$ cat src/logic/ccms_regs.svh
/*
   clock mode select constants: field positions, encodings, reset values.
   assumes inclusion by bare name from the design module.
*/
`ifndef CCMS_REGS_SVH
`define CCMS_REGS_SVH
// ----------------------------------------
// reset configuration field layout
// ----------------------------------------
`define CCMS_MODE_MSB 7
`define CCMS_MODE_LSB 5
`define CCMS_CFG_RESET 8'hFF
// ----------------------------------------
// mode encodings
// ----------------------------------------
`define CCMS_MODE_X4 3'h7
`define CCMS_MODE_X3 3'h6
`define CCMS_MODE_X2 3'h5
`define CCMS_MODE_X5 3'h4
`define CCMS_MODE_DIRECT 3'h3
`define CCMS_MODE_X1P5 3'h2
`define CCMS_MODE_PRESCALE 3'h1
`define CCMS_MODE_X2P5 3'h0
// ----------------------------------------
// pll model: cpu phases per oscillator phase, times 2 (=2F)
// ----------------------------------------
`define CCMS_NUM_X4 4'h8
`define CCMS_NUM_X3 4'h6
`define CCMS_NUM_X2 4'h4
`define CCMS_NUM_X5 4'hA
`define CCMS_NUM_X1P5 4'h3
`define CCMS_NUM_X2P5 4'h5
`endif

$ cat src/logic/ccms_pkg.sv
/*
   types for the cpu clock mode selector.
   assumes ccms_regs.svh on the include path.
*/
package ccms_pkg;
   typedef enum logic [2:0] {
      CCMS_SRC_PLL = 3'h1,
      CCMS_SRC_DIRECT = 3'h2,
      CCMS_SRC_PRESCALE = 3'h4
   } ccms_src_t;
   typedef struct packed {
      logic cpu_clk;
      logic phase_edge;
      logic pll_enable;
      logic [2:0] mode;
   } ccms_status_t;
endpackage

$ cat src/logic/ccms_clock_mode_select.sv
/*
   cpu clock generation: mode latch from port 0 upper byte, prescaler,
   direct drive and a counter model of the pll.
   assumes osc_in is sampled synchronously at ref_clk and ref_clk is at
   least 2F times faster than the oscillator; long_reset_n marks a long reset.
*/
// Operation
// - every cpu clock edge starts a phase; phase_edge pulses on both edges.
// - mode taken from bits 7 to 5 of the upper reset configuration.
// - long reset loads upper configuration from port 0 upper byte pins.
// - encodings 111 x4,110 x3,101 x2,100 x5,011 x1,010 x1.5,001 /2,000 x2.5.
// - prescaler mode toggles cpu clock once per oscillator period.
// - multiplying modes enable pll, output oscillator frequency times factor.
// - pll resyncs to oscillator every F-th transition, period reloaded from each measured oscillator period.
// - direct drive disables pll, cpu clock follows oscillator input.
// - two consecutive direct drive phases equal one oscillator period.
`timescale 1ns/1ns
`include "ccms_regs.svh"
module ccms_clock_mode_select (
   input wire logic ref_clk,
   input wire logic reset_n,
   input wire logic long_reset_n,
   input wire logic [7:0] port0_upper_byte,
   input wire logic osc_in,
   output logic cpu_clk,
   output logic phase_edge,
   output logic pll_enable,
   output logic [2:0] clock_mode_select,
   output logic [7:0] reset_config_upper,
   output ccms_pkg::ccms_status_t status
);
   // ----------------------------------------
   // reset configuration latch
   // ----------------------------------------
   logic [7:0] cfg_r, cfg_nxt;
   always_comb begin
      cfg_nxt = cfg_r;
      // capture while long reset held; frozen after release
      if (!long_reset_n) begin
         cfg_nxt = port0_upper_byte;
      end
   end
   always_ff @(posedge ref_clk or negedge reset_n) begin
      if (!reset_n) begin
         cfg_r <= `CCMS_CFG_RESET;
      end else begin
         cfg_r <= cfg_nxt;
      end
   end
   logic [2:0] mode;
   assign mode = cfg_r[`CCMS_MODE_MSB:`CCMS_MODE_LSB];
   ccms_pkg::ccms_src_t src;
   logic [3:0] num; // cpu phases per oscillator period (2F)
   always_comb begin
      num = `CCMS_NUM_X4;
      src = ccms_pkg::CCMS_SRC_PLL;
      unique case (mode)
         `CCMS_MODE_X4: num = `CCMS_NUM_X4;
         `CCMS_MODE_X3: num = `CCMS_NUM_X3;
         `CCMS_MODE_X2: num = `CCMS_NUM_X2;
         `CCMS_MODE_X5: num = `CCMS_NUM_X5;
         `CCMS_MODE_DIRECT: src = ccms_pkg::CCMS_SRC_DIRECT;
         `CCMS_MODE_X1P5: num = `CCMS_NUM_X1P5;
         `CCMS_MODE_PRESCALE: src = ccms_pkg::CCMS_SRC_PRESCALE;
         `CCMS_MODE_X2P5: num = `CCMS_NUM_X2P5;
      endcase
   end
   // ----------------------------------------
   // oscillator edge detect and period measure
   // ----------------------------------------
   logic osc_r, osc_nxt;
   logic osc_rise, osc_edge;
   assign osc_edge = osc_in ^ osc_r;
   assign osc_rise = osc_in & ~osc_r;
   logic [11:0] per_cnt_r, per_cnt_nxt, per_r, per_nxt;
   always_comb begin
      osc_nxt = osc_in;
      per_cnt_nxt = (per_cnt_r == 12'hFFF) ? per_cnt_r : per_cnt_r + 12'h001;
      per_nxt = per_r;
      if (osc_rise) begin
         per_cnt_nxt = 12'h001;
         per_nxt = per_cnt_r;
      end
   end
   always_ff @(posedge ref_clk or negedge reset_n) begin
      if (!reset_n) begin
         osc_r <= 1'b0;
         per_cnt_r <= 12'h001;
         per_r <= 12'h000;
      end else begin
         osc_r <= osc_nxt;
         per_cnt_r <= per_cnt_nxt;
         per_r <= per_nxt;
      end
   end
   // ----------------------------------------
   // cpu clock generation
   // ----------------------------------------
   // pll modelled as a phase accumulator: num per ref_clk cycle, toggle on each
   // wrap at per, so 2F phases per period; steps hide jitter, resync jumps the accumulator to 0 or half_tgt.
   logic [15:0] acc_r, acc_nxt, wrap, half_tgt;
   logic [3:0] trans_r, trans_nxt;
   logic pclk_r, pclk_nxt, div_r, div_nxt, cpu_r, cpu_nxt;
   logic [15:0] step_sum;
   assign wrap = {4'h0, per_r};
   // phase expected at an oscillator fall: odd 2F leaves half a wrap
   assign half_tgt = num[0] ? {5'h00, per_r[11:1]} : 16'h0000;
   assign step_sum = acc_r + {12'h000, num};
   always_comb begin
      acc_nxt = acc_r;
      pclk_nxt = pclk_r;
      trans_nxt = trans_r;
      div_nxt = div_r;
      if (osc_rise) begin
         div_nxt = ~div_r;
      end
      if (step_sum >= wrap && wrap != 16'h0000) begin
         acc_nxt = step_sum - wrap;
         pclk_nxt = ~pclk_r;
      end else begin
         acc_nxt = step_sum;
      end
      // realign accumulator after F oscillator transitions (2F/2)
      if (osc_edge) begin
         if (trans_r + 4'h2 >= num) begin
            trans_nxt = 4'h0;
            if (osc_rise) begin
               acc_nxt = 16'h0000;
            end else begin
               acc_nxt = half_tgt;
            end
         end else begin
            trans_nxt = trans_r + 4'h2;
         end
      end
      unique case (src)
         ccms_pkg::CCMS_SRC_DIRECT: cpu_nxt = osc_in;
         ccms_pkg::CCMS_SRC_PRESCALE: cpu_nxt = div_nxt;
         ccms_pkg::CCMS_SRC_PLL: cpu_nxt = pclk_nxt;
         default: cpu_nxt = 1'b0;
      endcase
      if (!long_reset_n) begin
         cpu_nxt = 1'b0;
      end
   end
   always_ff @(posedge ref_clk or negedge reset_n) begin
      if (!reset_n) begin
         acc_r <= 16'h0000;
         pclk_r <= 1'b0;
         trans_r <= 4'h0;
         div_r <= 1'b0;
         cpu_r <= 1'b0;
      end else begin
         acc_r <= acc_nxt;
         pclk_r <= pclk_nxt;
         trans_r <= trans_nxt;
         div_r <= div_nxt;
         cpu_r <= cpu_nxt;
      end
   end
   logic cpu_d_r;
   always_ff @(posedge ref_clk or negedge reset_n) begin
      if (!reset_n) begin
         cpu_d_r <= 1'b0;
      end else begin
         cpu_d_r <= cpu_r;
      end
   end
   assign cpu_clk = cpu_r;
   assign phase_edge = cpu_r ^ cpu_d_r;
   assign pll_enable = (src == ccms_pkg::CCMS_SRC_PLL);
   assign clock_mode_select = mode;
   assign reset_config_upper = cfg_r;
   assign status = '{cpu_clk: cpu_r, phase_edge: phase_edge, pll_enable: pll_enable, mode: mode};
   // ----------------------------------------
   // assertions
   // ----------------------------------------
   property p_cfg_hold;
      @(posedge ref_clk) disable iff (!reset_n) long_reset_n && $past(long_reset_n) |-> $stable(cfg_r);
   endproperty
   a_cfg_hold: assert property (p_cfg_hold) else $error("config changed outside long reset");
   property p_cfg_load;
      @(posedge ref_clk) disable iff (!reset_n) !long_reset_n |=> cfg_r == $past(port0_upper_byte);
   endproperty
   a_cfg_load: assert property (p_cfg_load) else $error("config not loaded from port");
   property p_mode_field;
      @(posedge ref_clk) disable iff (!reset_n)
         clock_mode_select == reset_config_upper[`CCMS_MODE_MSB:`CCMS_MODE_LSB];
   endproperty
   a_mode_field: assert property (p_mode_field) else $error("mode not from bits 7..5");
   property p_direct;
      @(posedge ref_clk) disable iff (!reset_n)
         long_reset_n && mode == `CCMS_MODE_DIRECT |=> cpu_clk == $past(osc_in);
   endproperty
   a_direct: assert property (p_direct) else $error("direct drive not following oscillator");
   property p_direct_pll_off;
      @(posedge ref_clk) disable iff (!reset_n)
         (mode == `CCMS_MODE_DIRECT || mode == `CCMS_MODE_PRESCALE) |-> !pll_enable;
   endproperty
   a_direct_pll_off: assert property (p_direct_pll_off) else $error("pll on in non-pll mode");
   property p_pll_on;
      @(posedge ref_clk) disable iff (!reset_n)
         (mode != `CCMS_MODE_DIRECT && mode != `CCMS_MODE_PRESCALE) |-> pll_enable;
   endproperty
   a_pll_on: assert property (p_pll_on) else $error("pll off in multiplying mode");
   property p_prescale;
      @(posedge ref_clk) disable iff (!reset_n)
         long_reset_n && mode == `CCMS_MODE_PRESCALE && osc_rise |=> cpu_clk != $past(cpu_clk);
   endproperty
   a_prescale: assert property (p_prescale) else $error("prescaler missed oscillator period");
   property p_edge_pulse;
      @(posedge ref_clk) disable iff (!reset_n) phase_edge == $changed(cpu_clk);
   endproperty
   a_edge_pulse: assert property (p_edge_pulse) else $error("phase edge missing");
   property p_dir_pair;
      @(posedge ref_clk) disable iff (!reset_n)
         long_reset_n && mode == `CCMS_MODE_DIRECT && osc_rise |=> cpu_clk;
   endproperty
   a_dir_pair: assert property (p_dir_pair) else $error("direct pair not aligned to period");
   property p_resync;
      @(posedge ref_clk) disable iff (!reset_n) pll_enable && osc_rise && trans_r + 4'h2 >= num |=> acc_r == 16'h0000;
   endproperty
   a_resync: assert property (p_resync) else $error("pll not resynchronised");
   property p_resync_fall;
      @(posedge ref_clk) disable iff (!reset_n)
         pll_enable && osc_edge && !osc_rise && trans_r + 4'h2 >= num |=> acc_r == $past(half_tgt);
   endproperty
   a_resync_fall: assert property (p_resync_fall) else $error("pll not resynchronised on fall");
   c_pll: cover property (@(posedge ref_clk) pll_enable && phase_edge);
   c_direct: cover property (@(posedge ref_clk) mode == `CCMS_MODE_DIRECT && phase_edge);
   c_prescale: cover property (@(posedge ref_clk) mode == `CCMS_MODE_PRESCALE && phase_edge);
   c_resync: cover property (@(posedge ref_clk) pll_enable && osc_edge && trans_r + 4'h2 >= num);
endmodule // ccms_clock_mode_select

$ cat config.mk
export PLATFORM = sky130hd
export DESIGN_NAME = ccms_clock_mode_select
export DESIGN_NICKNAME = d
export VERILOG_FILES = /design/src/logic/ccms_pkg.sv /design/src/logic/ccms_clock_mode_select.sv
export VERILOG_INCLUDE_DIRS = /design/src /design/src/logic
export SDC_FILE = /design/constraint.sdc
export NUM_CORES = 1
export LEC_CHECK = 0
export BUFFER_PORTS_ARGS = -buffer_cell sky130_fd_sc_hd__buf_2
export CORE_MARGIN = 5
export CORE_UTILIZATION = 35
export CTS_BUF_LIST = sky130_fd_sc_hd__clkbuf_4
export CTS_CLUSTER_SIZE = 12
export DETAILED_ROUTE_END_ITERATION = 7
export HOLD_SLACK_MARGIN = 0.12
export REMOVE_ABC_BUFFERS = 1
export SYNTH_ARGS = -nofsm -noshare
export SYNTH_HDL_FRONTEND = slang
export SYNTH_SLANG_ARGS = --single-unit
$ cat constraint.sdc
create_clock -name ref_clk -period 7 [get_ports ref_clk]
set_clock_uncertainty 0.1 [all_clocks]
set_input_delay 0.35 -clock ref_clk [delete_from_list [all_inputs] [get_ports ref_clk]]
set_output_delay 0.35 -clock ref_clk [all_outputs]
set_load 0.02 [all_outputs]
After elaboration in Yosys (flattened, before gate mapping)
Index checks and enable logic that the tools add are counted.

Register bits after elaboration: 57. Output and inout bits: 20. Logic and storage cells: 50.

Add/subtract/negate cells: 4. Order comparisons: 2. Equality and inequality tests: 11. Muxes and demuxes: 14. Bitwise gates (word level): 6. Reductions and logical operators: 3.

Operator list (number): $mux W16 (3); $mux W12 (2); $mux W11 (2); $pmux W4 S5 (1); $add A16 B4 Y16 (1); $ge A16 B12 Y1 (1); $reduce_bool A16 Y1 (1); $sub A16 B12 Y16 (1); $add A12 B1 Y12 const B (1); $eq A12 B12 Y1 const B (1); $eq A3 B3 Y1 const B (4); $eq A3 B2 Y1 const B (3); $eq A3 B1 Y1 const B (2); $pmux W3 S2 (1); $add A4 B2 Y4 const B (1); $ge A4 B4 Y1 (1); $mux W4 (1); $logic_not A3 Y1 (1); $mux W1 (3); $not A1 Y1 (3); $pmux W1 S3 (1); $ne A2 B2 Y1 const B (1); $xor A1 B1 Y1 (2); $and A1 B1 Y1 (1); $logic_and A1 B1 Y1 (1).

Depth between registers and ports, before layout
Gate-level depths: netlist (run 1).

Depth after elaboration: 8. Gate-level depth with buffers: 20. Mapped depth without buffers: 18.

Worst setup path after synthesis (run 1)
Ideal clock, no wire load.

Path kind: reg2reg. From: reg cfg_r[7] (netlist: reset_config_upper[7]). To: reg acc_r[13]. Setup time: 0.125 ns. Data arrival time: 3.981 ns. Slack: 2.794 ns. Cell stages (with the launch flop): 17. Buffers on the path: 1. Period minus slack after synthesis: 4.206 ns. Path through: dfstp_2 -> clkbuf_1 -> nor2_1 -> or2_2 -> inv_1 -> ha_1 -> a21oi_1 -> o211ai_2 -> and3_1 -> and3_1 -> xor2_1 -> ha_1 -> nand4_1 -> or3_1 -> o2111a_2 -> nor4b_2 -> mux2_2.

Cells in the longest elaborated chain, start to end: 8. Elaborated cells on any way between the ends: 14. Those cells by class: add/sub: 2; order compare: 2; eq/ne: 4; mux: 4; reduce/logical: 2.

Ends and longest elaborated chain: start: declaration (RTL line ccms_clock_mode_select.sv:35) `logic [7:0] cfg_r, cfg_nxt;`; start signal: assignment (RTL line ccms_clock_mode_select.sv:45) `` cfg_r <= `CCMS_CFG_RESET; ``; start signal: assignment (RTL line ccms_clock_mode_select.sv:47) `cfg_r <= cfg_nxt;`; $eq A3 B2 Y1 (tied with other cells) (RTL line ccms_clock_mode_select.sv:57) `unique case (mode)`; $pmux W4 S5 * (RTL line ccms_clock_mode_select.sv:57); $add A16 B4 Y16 (RTL line ccms_clock_mode_select.sv:108) `assign step_sum = acc_r + {12'h000, num};`; $ge A16 B12 Y1 (RTL line ccms_clock_mode_select.sv:117) `if (step_sum >= wrap && wrap != 16'h0000) begin`; $logic_and A1 B1 Y1 (RTL line ccms_clock_mode_select.sv:117); $mux W16 (RTL line ccms_clock_mode_select.sv:117); $mux W16 (RTL line ccms_clock_mode_select.sv:125) `if (trans_r + 4'h2 >= num) begin`; $mux W16 * (RTL line ccms_clock_mode_select.sv:124) `if (osc_edge) begin`; net acc_nxt[13] (RTL line ccms_clock_mode_select.sv:101) `logic [15:0] acc_r, acc_nxt, wrap, half_tgt;`; end signal: assignment (RTL line ccms_clock_mode_select.sv:154) `acc_r <= acc_nxt;`; end: declaration (RTL line ccms_clock_mode_select.sv:101).

Mark *: on every way through the listed nets, which the timed path passes. The rest lies on a longest branch. A chain may end at the register's enable or synchronous reset.

Worst setup path in the final report (run 1)
From: reg cfg_r[7] (netlist: reset_config_upper[7]). To: reg acc_r[4].

Same word-level chain as after synthesis.

==> impl_metrics.env, run 1 <==
export IMPL_cts_repair_resized=0
export IMPL_cp_required_ns=7.20
export IMPL_syn_inst=411
export IMPL_synth_ff_type="dfrtp_1"
export IMPL_period_share_pct=65.3
export IMPL_tightest_slew_ns=0.783
export IMPL_ant_nets=0
export IMPL_synthArstFlopShare_pct=100
export IMPL_critPathMaxStageDelay_ns=0.66
export IMPL_fin_ws_ns=2.43
export IMPL_synth_edf_count=0
export IMPL_dpl_hpwl_mm=6.29
export IMPL_initial_core_util_pct=35.4
export IMPL_wl_mm=8.36
export IMPL_root_buffer="clkbuf_4"
export IMPL_path_cells="xor2_1 -> o21a_1 -> inv_1 -> ha_1 -> nand3_1 -> o211ai_2 -> and3_1 -> and3_1 -> xor2_1 -> ha_1 -> a21oi_1 -> nor2_1 -> a211oi_1 -> o21a_1 -> o2111a_2 -> nor4_1 -> a311o_1"
export IMPL_grt_pass1_vias=3015
export IMPL_io_buffers=31
export IMPL_place_gp_congestion=0.822
export IMPL_rr_startpoint="reset_config_upper[7]"
export IMPL_cts_buffers=5
export IMPL_period_needed_ns=4.57
export IMPL_drt_iter0_markers=153
export IMPL_hold_violations=0
export IMPL_synth_simple_gate_area_share_pct=21.3
export IMPL_pwr_density_cell_mw_per_mm2=458
export IMPL_insertion_delay_ns=0.40
export IMPL_grt_max_degree=57
export IMPL_maxSlewHeadroom_pct=47.6
export IMPL_routed_via_density=5.08
export IMPL_ys_seq_area_share_pct=37.0
export IMPL_ys_types=64
export IMPL_h_tree_depth=2
export IMPL_drc=0
export IMPL_rows=38
export IMPL_setup_tns_final_ns=0
export IMPL_holdCritStartpoint="long_reset_n"
export IMPL_grt_pass1_wl_mm=14.4
export IMPL_cts_tree="built"
export IMPL_cp_startpoint="reset_config_upper[7]"
export IMPL_maxCapViolations=0
export IMPL_grt_usage_pct=13.4
export IMPL_dpl_worst_slack_ns=2.47
export IMPL_layout_common_cells="dfrtp_1, nand2_1, buf_2, inv_1, nor2_1"
export IMPL_synth_xor_area_share_pct=8.02
export IMPL_leakage_nw=1.82
export IMPL_finalSetupViolations=0
export IMPL_die_w_um=114
export IMPL_worst_path_max_fanout=14
export IMPL_core_mm2=0.0108
export IMPL_dieArea_mm2=0.0131
export IMPL_status="complete, no violations"
export IMPL_cp_arrival_ns=4.77
export IMPL_rsz0062_at_grt="false"
export IMPL_critPathKind="reg2reg"
export IMPL_cts_buffer_depth=2
export IMPL_netlist_area_mm2=0.00382
export IMPL_grt_overflow=0
export IMPL_clk_pin_slew_worst_paths_ns=0.17
export IMPL_die_h_um=114
export IMPL_fmax_mhz=219
export IMPL_avgRoutedWirePerCell_um=14.4
export IMPL_yosysWarnings=0
export IMPL_syn_area_per_cell_um2=9.30
export IMPL_cp_slowest_cell="dfstp_2"
export IMPL_hold_path_class="in2reg"
export IMPL_drv_slew=0
export IMPL_antenna_found_initial=1
export IMPL_dr_pass1_iters=4
export IMPL_end_kind="flip-flop"
export IMPL_via_count=2946
export IMPL_synth_compound_area_share_pct=15.4
export IMPL_ir_drop_mv=0.154
export IMPL_fin_nets=474
export IMPL_cts_sinks=56
export IMPL_layout_commonest_cell="dfrtp_1"
export IMPL_synth_top_family_by_area="simple AND/OR/NAND/NOR gates"
export IMPL_syn2layout_area_growth_pct=9.92
export IMPL_num_io_pins=32
export IMPL_start_kind="flip-flop"
export IMPL_synthAdderAreaFrac_pct=8.25
export IMPL_yosys_register_bits=56
export IMPL_muxShareOfSynthArea_pct=3.47
export IMPL_drive_above_1_share_pct=17.8
-- through the flow --
step                      power (mW)  hold slack (ns)  instances  area [um2]  utilization (%)
after global placement          1.76            0.315        561        4040             37.4
after floorplan                 1.48          -0.0456        386        3670                -
after global routing            2.12            0.268        580        4200             38.9
after detailed placement        1.77            0.319        561        4040             37.4
after CTS                       1.93            0.254        579        4200             38.9
final                           1.92            0.253        580        4200             38.9
-- timing repair --
action | in CTS | in global routing
hold buffers | 10 | 0
setup buffers | 0 | 0
setup endpoints to repair | 0 | 0
hold endpoints to repair | 56 | 0
-- routing by layer --
layer  vias up  track usage (%)  part of all wire [%]
met2        42             23.1                    49
met3        11             1.37                   2.4
met5         -                0                     0
met1      1376             17.8                    47
met4         0             3.88                   1.5
li1       1517                -                     -
-- final cells by class --
class | count | area, um2
repair buffers | 45 | 285
inverters | 28 | 105
fillers | 1079 | 6590
clock buffers | 5 | 37.5
multi-input cells | 302 | 2160
flip-flops and latches | 56 | 1410
well taps | 140 | 175
diodes | 1 | 2.50
clock inverters | 3 | 25.0
-- report_power, final --
group | switching [mW] | internal, mW | total [mW]
Combinational | 0.700 | 0.552 | 1.25
Clock | 0.109 | 0.0419 | 0.150
Sequential | 0.0939 | 0.427 | 0.520
Total | 0.903 | 1.02 | 1.92
-- logic make-up (layout without fill, tap and decap cells) --
group                    Yosys count  after routing
AND/OR/NAND/NOR                  148            148
AO/OA/AOI/OAI                     83             83
flip-flops                        56             56
buffers and inverters             53             81
XOR/XNOR                          35             35
adder cells (fa/ha/maj)           24             24
multiplexers                      12             12
other                              0              1
-- final timing paths --
path | endpoint | slack (ns) | cells past startpoint
max | acc_r[4] | 2.43 | 17
min | cpu_clk | 0.25 | 3
max reg2reg | acc_r[4] | 2.43 | 17
min reg2reg | cpu_d_r | 0.35 | 0
max in group asynchronous | per_cnt_r[7] | 5.85 | 3
min in group asynchronous | pclk_r | 0.50 | 3
-- Yosys cell counts, drive strengths merged (2+ instances only) --
cell type	count	area [um2]
o21bai	3	22.5
inv	28	105
o31ai	2	15.0
xor2	20	175
o211ai	4	35.0
xnor2	15	131
nor3	10	61.3
o41ai	2	17.5
nand3	15	80.1
mux2i	2	20.0
nor2b	5	38.8
and3	6	37.5
nand4	15	106
ha	22	275
a21oi	11	55.1
and2	10	62.6
o21a	6	45.0
nand2b	4	25.0
o31a	2	17.5
o21ai	24	120
fa	2	40.0
a31oi	4	25.0
and4	4	35.0
dfstp	9	236
a221o	4	40.0
clkbuf	10	37.5
dfrtp	47	1180
nor2	27	109
nor4	9	56.3
mux2	10	113
or2	2	12.5
or4	2	15.0
buf	15	109
nand2	33	126
a311o	3	30.0
o2111ai	2	23.8
or3	3	18.8
a21o	2	15.0
a211oi	4	30.0
-- registers in the layout, indices dropped and copies added (netlist names) --
name                count
div_r                   1
trans_r                 3
per_cnt_r              12
pclk_r                  1
acc_r                  16
per_r                  12
reset_config_upper      8
cpu_clk                 1
osc_r                   1
cpu_d_r                 1
-- worst max-delay path: cells and delay by family, from the launching register on --
kind	cells	cell delay [ns]
AOI/OAI and AO/OA	7	1.83
and+or+nand+nor	5	0.72
adders and majority gates	2	0.68
DFF	1	0.66
xor gates and xnor gates	2	0.43
buffers and inverters	1	0.05
Note: power is estimated with default switching activity, not from simulation.
==> run 2: changes to the inputs <==
--- a/config.mk
+++ b/config.mk
@@ -6,6 +6,7 @@
 export SDC_FILE = /design/constraint.sdc
 export NUM_CORES = 1
 export LEC_CHECK = 0
+export ABC_AREA = 1
 export BUFFER_PORTS_ARGS = -buffer_cell sky130_fd_sc_hd__buf_2
 export CORE_MARGIN = 5
 export CORE_UTILIZATION = 35
==> constraint.sdc (replaced) <==
create_clock -name ref_clk -period 4.4 [get_ports ref_clk]
set_clock_uncertainty 0.1 [all_clocks]
set_input_delay 0.22 -clock ref_clk [delete_from_list [all_inputs] [get_ports ref_clk]]
set_output_delay 0.22 -clock ref_clk [all_outputs]
set_load 0.02 [all_outputs]
==> run 2 against run 1 <==
Register-to-register slack worse by 2.0 ns. Total power rose by 59%. Clock-buffer cell count rose by 2. Global-route usage about the same.
==> impl_metrics.env, run 2 <==
export IMPL_place_gp_congestion=0.923
export IMPL_fillers=1128
export IMPL_hold_violations=0
export IMPL_power_frac_comb_pct=66.6
export IMPL_num_antenna_cells=0
export IMPL_clk_pin_slew_worst_paths_ns=0.16
export IMPL_drc=0
export IMPL_start_kind="flip-flop"
export IMPL_ys_seq_area_share_pct=37.0
export IMPL_largest_register="acc_r"
export IMPL_netlist_area_mm2=0.00381
export IMPL_rsz0062_at_grt="false"
export IMPL_p_sw_mw=1.53
export IMPL_fin_nets=587
export IMPL_tightest_slew_ns=0.719
export IMPL_syn_inst=511
export IMPL_synth_xor_area_share_pct=5.05
export IMPL_dr_pass1_iters=5
export IMPL_synth_common_cells="nand2_1, inv_1, dfrtp_1"
export IMPL_hold_path_class="in2reg"
export IMPL_syn_area_per_cell_um2=7.47
export IMPL_grt_overflow=0
export IMPL_grt_usage_pct=13.4
export IMPL_path_cells="inv_1 -> a21oi_1 -> inv_1 -> fa_1 -> inv_1 -> nand3_1 -> nand3_2 -> nand2_1 -> nor2_2 -> xor2_2 -> ha_1 -> nand2_1 -> inv_1 -> a21oi_1 -> nand4_1 -> nor2_2 -> nand3_4 -> nand2_4 -> inv_4 -> nand2_1 -> nand2_1 -> nand2_1 -> nor2_1"
export IMPL_rows=38
export IMPL_yosysMostFrequentCell="nand2_1"
export IMPL_holdCritStartpoint="long_reset_n"
export IMPL_layout_common_cells="nand2_1, inv_1, dfrtp_1, nor2_1, a21oi_1"
export IMPL_synth_edf_count=0
export IMPL_yosysWarnings=0
export IMPL_leakage_nw=2.10
export IMPL_grt_pass1_wl_mm=14.4
export IMPL_maxSlewHeadroom_pct=52.0
export IMPL_insertion_delay_ns=0.36
export IMPL_synth_ff_type="dfrtp_1"
export IMPL_grt_max_degree=57
export IMPL_largest_reg_flops=16
export IMPL_synth_top_area_cell="dfrtp_1"
export IMPL_status="complete, no violations"
export IMPL_crit_buf_inv=5
export IMPL_seq_area_mm2=0.00141
export IMPL_dpl_worst_slack_ns=0.397
export IMPL_antenna_found_initial=0
export IMPL_die_h_um=114
export IMPL_h_tree_depth=2
export IMPL_drt_iter0_markers=159
export IMPL_placed_cells=667
export IMPL_finalSetupViolations=0
export IMPL_io_buffers=31
export IMPL_ant_nets=0
export IMPL_num_io_pins=32
export IMPL_dieArea_mm2=0.0131
export IMPL_cp_startpoint="reset_config_upper[7]"
export IMPL_period_share_pct=90.7
export IMPL_layout_commonest_cell="nand2_1"
export IMPL_end_kind="flip-flop"
export IMPL_synth_top_family_by_area="simple AND/OR/NAND/NOR gates"
export IMPL_ys_types=40
export IMPL_synth_compound_area_share_pct=12.1
export IMPL_grt_pass1_vias=3126
export IMPL_synth_simple_gate_area_share_pct=27.0
export IMPL_ir_drop_mv=0.266
export IMPL_drive_above_1_share_pct=13.4
export IMPL_power_share_clock_pct=7.3
export IMPL_initial_core_util_pct=35.5
export IMPL_core_mm2=0.0107
export IMPL_rr_startpoint="reset_config_upper[7]"
export IMPL_critPathKind="reg2reg"
export IMPL_period_needed_ns=3.99
export IMPL_yosys_register_bits=56
export IMPL_cts_buffer_depth=2
export IMPL_syn2layout_area_growth_pct=12.1
export IMPL_routed_via_density=4.81
export IMPL_cp_required_ns=4.58
export IMPL_root_buffer="clkbuf_4"
export IMPL_maxCapViolations=0
export IMPL_critPathMaxStageDelay_ns=0.59
export IMPL_muxShareOfSynthArea_pct=0
export IMPL_synthAdderAreaFrac_pct=8.27
export IMPL_multi_input_area_mm2=0.00201
export IMPL_fin_ws_ns=0.408
export IMPL_stdcell_count=692
export IMPL_wl_mm=8.65
export IMPL_avgRoutedWirePerCell_um=12.5
export IMPL_synth_area_leaders="dfrtp_1, nand2_1, ha_1, inv_1, dfstp_2"
export IMPL_cts_sinks=56
export IMPL_swShare_pct=50.3
export IMPL_crit_family="simple AND/OR/NAND/NOR gates"
export IMPL_dpl_hpwl_mm=6.82
export IMPL_fmax_mhz=251
export IMPL_top_regs="acc_r (16), per_cnt_r (12), per_r (12)"
export IMPL_cts_tree="built"
export IMPL_pwr_density_cell_mw_per_mm2=713
export IMPL_cp_arrival_ns=4.17
export IMPL_synth_top_cell_area_share_pct=30.8
export IMPL_cp_slowest_cell="dfstp_2"
export IMPL_synthArstFlopShare_pct=100
export IMPL_via_count=3326
export IMPL_crit_path_frequent_cell="nand2_1"
export IMPL_hold_slack_ns=0.220
export IMPL_drv_slew=0
export IMPL_p_seq_share_pct=26.1
export IMPL_power_internal_mw=1.52
export IMPL_cts_buffers=5
export IMPL_setup_tns_final_ns=0
export IMPL_worst_path_max_fanout=18
export IMPL_die_w_um=114
[run 2: cell types whose count changed after synthesis, moves of 6 or more]
cell     before  now
and3_1        6    0
xnor2_1      15    6
inv_1        28   72
mux2_2       10    0
nand3_1      14   32
nand2_1      32  126
nor2_1       26   39
nand4_1      13    4
a21oi_1      11   33
o21ai_0      22   30
and2_1       10    2
nand2_2       1    9
[run 2: what timing repair did]
item / CTS / global route
buffers inserted: 0 / 1
hold buffers: 16 / 0
resized for setup: 0 / 1
endpoints found under the hold margin: 56 / 0
setup endpoints to repair: 0 / 1
[run 2: path summary, 6_finish.rpt]
kind                                          to  cells past startpoint  slack, ns
max reg2reg                            acc_r[13]                     23       0.41
min in group asynchronous              acc_r[15]                      3       0.38
max                                    acc_r[13]                     23       0.41
max in group asynchronous              per_r[10]                      3       3.30
min                        reset_config_upper[6]                      4       0.22
min reg2reg                              cpu_d_r                      0       0.36
[run 2: metal layers]
| metal | share of wire [%] | global-route usage, % | vias to the layer above |
|---|---|---|---|
| met5 | 0 | 0 | - |
| met4 | 1.3 | 2.85 | 0 |
| met3 | 3.9 | 2.06 | 6 |
| met2 | 48 | 23.0 | 66 |
| met1 | 47 | 18.0 | 1536 |
| li1 | - | - | 1718 |
[run 2: power groups by stage]
stage | clock network [mW] | logic (mW) | registers, mW
after floorplan | 0 | 1.54 | 0.802
after global placement | 0 | 1.97 | 0.804
after detailed placement | 0 | 1.99 | 0.807
after CTS | 0.234 | 2.02 | 0.796
after global routing | 0.248 | 2.31 | 0.817
final | 0.223 | 2.03 | 0.796
[run 2: metrics by stage]
| stage | cell area [um2] | total power, mW | utilization (%) |
|---|---|---|---|
| 3_5_place_dp | 4040 | 2.80 | 37.6 |
| 4_1_cts | 4260 | 3.05 | 39.6 |
| 5_1_grt | 4280 | 3.38 | 39.8 |
| 2_1_floorplan | 3700 | 2.35 | - |
| 3_3_place_gp | 4040 | 2.77 | 37.6 |
| 6_report | 4280 | 3.05 | 39.8 |
[run 2: cell type report]
cell class | instances | share of cell area (%)
flip-flops and latches | 56 | 33.0
inverters | 75 | 6.64
well taps | 140 | 4.10
clock buffers | 7 | 1.23
multi-input cells | 363 | 47.0
clock inverters | 1 | 0.0878
repair buffers | 50 | 7.90
[run 2: worst min-delay path: cells and delay by family]
kind	cells	cell delay, ns
AO/OA/AOI/OAI	1	0.07
AND/OR/NAND/NOR	1	0.09
buffers and inverters	2	0.32
[run 2: logic make-up after synthesis]
family          after synthesis
simple gates                233
buf+inv                      92
compound gates               84
flops                        56
fa+ha+maj                    24
xor+xnor                     22
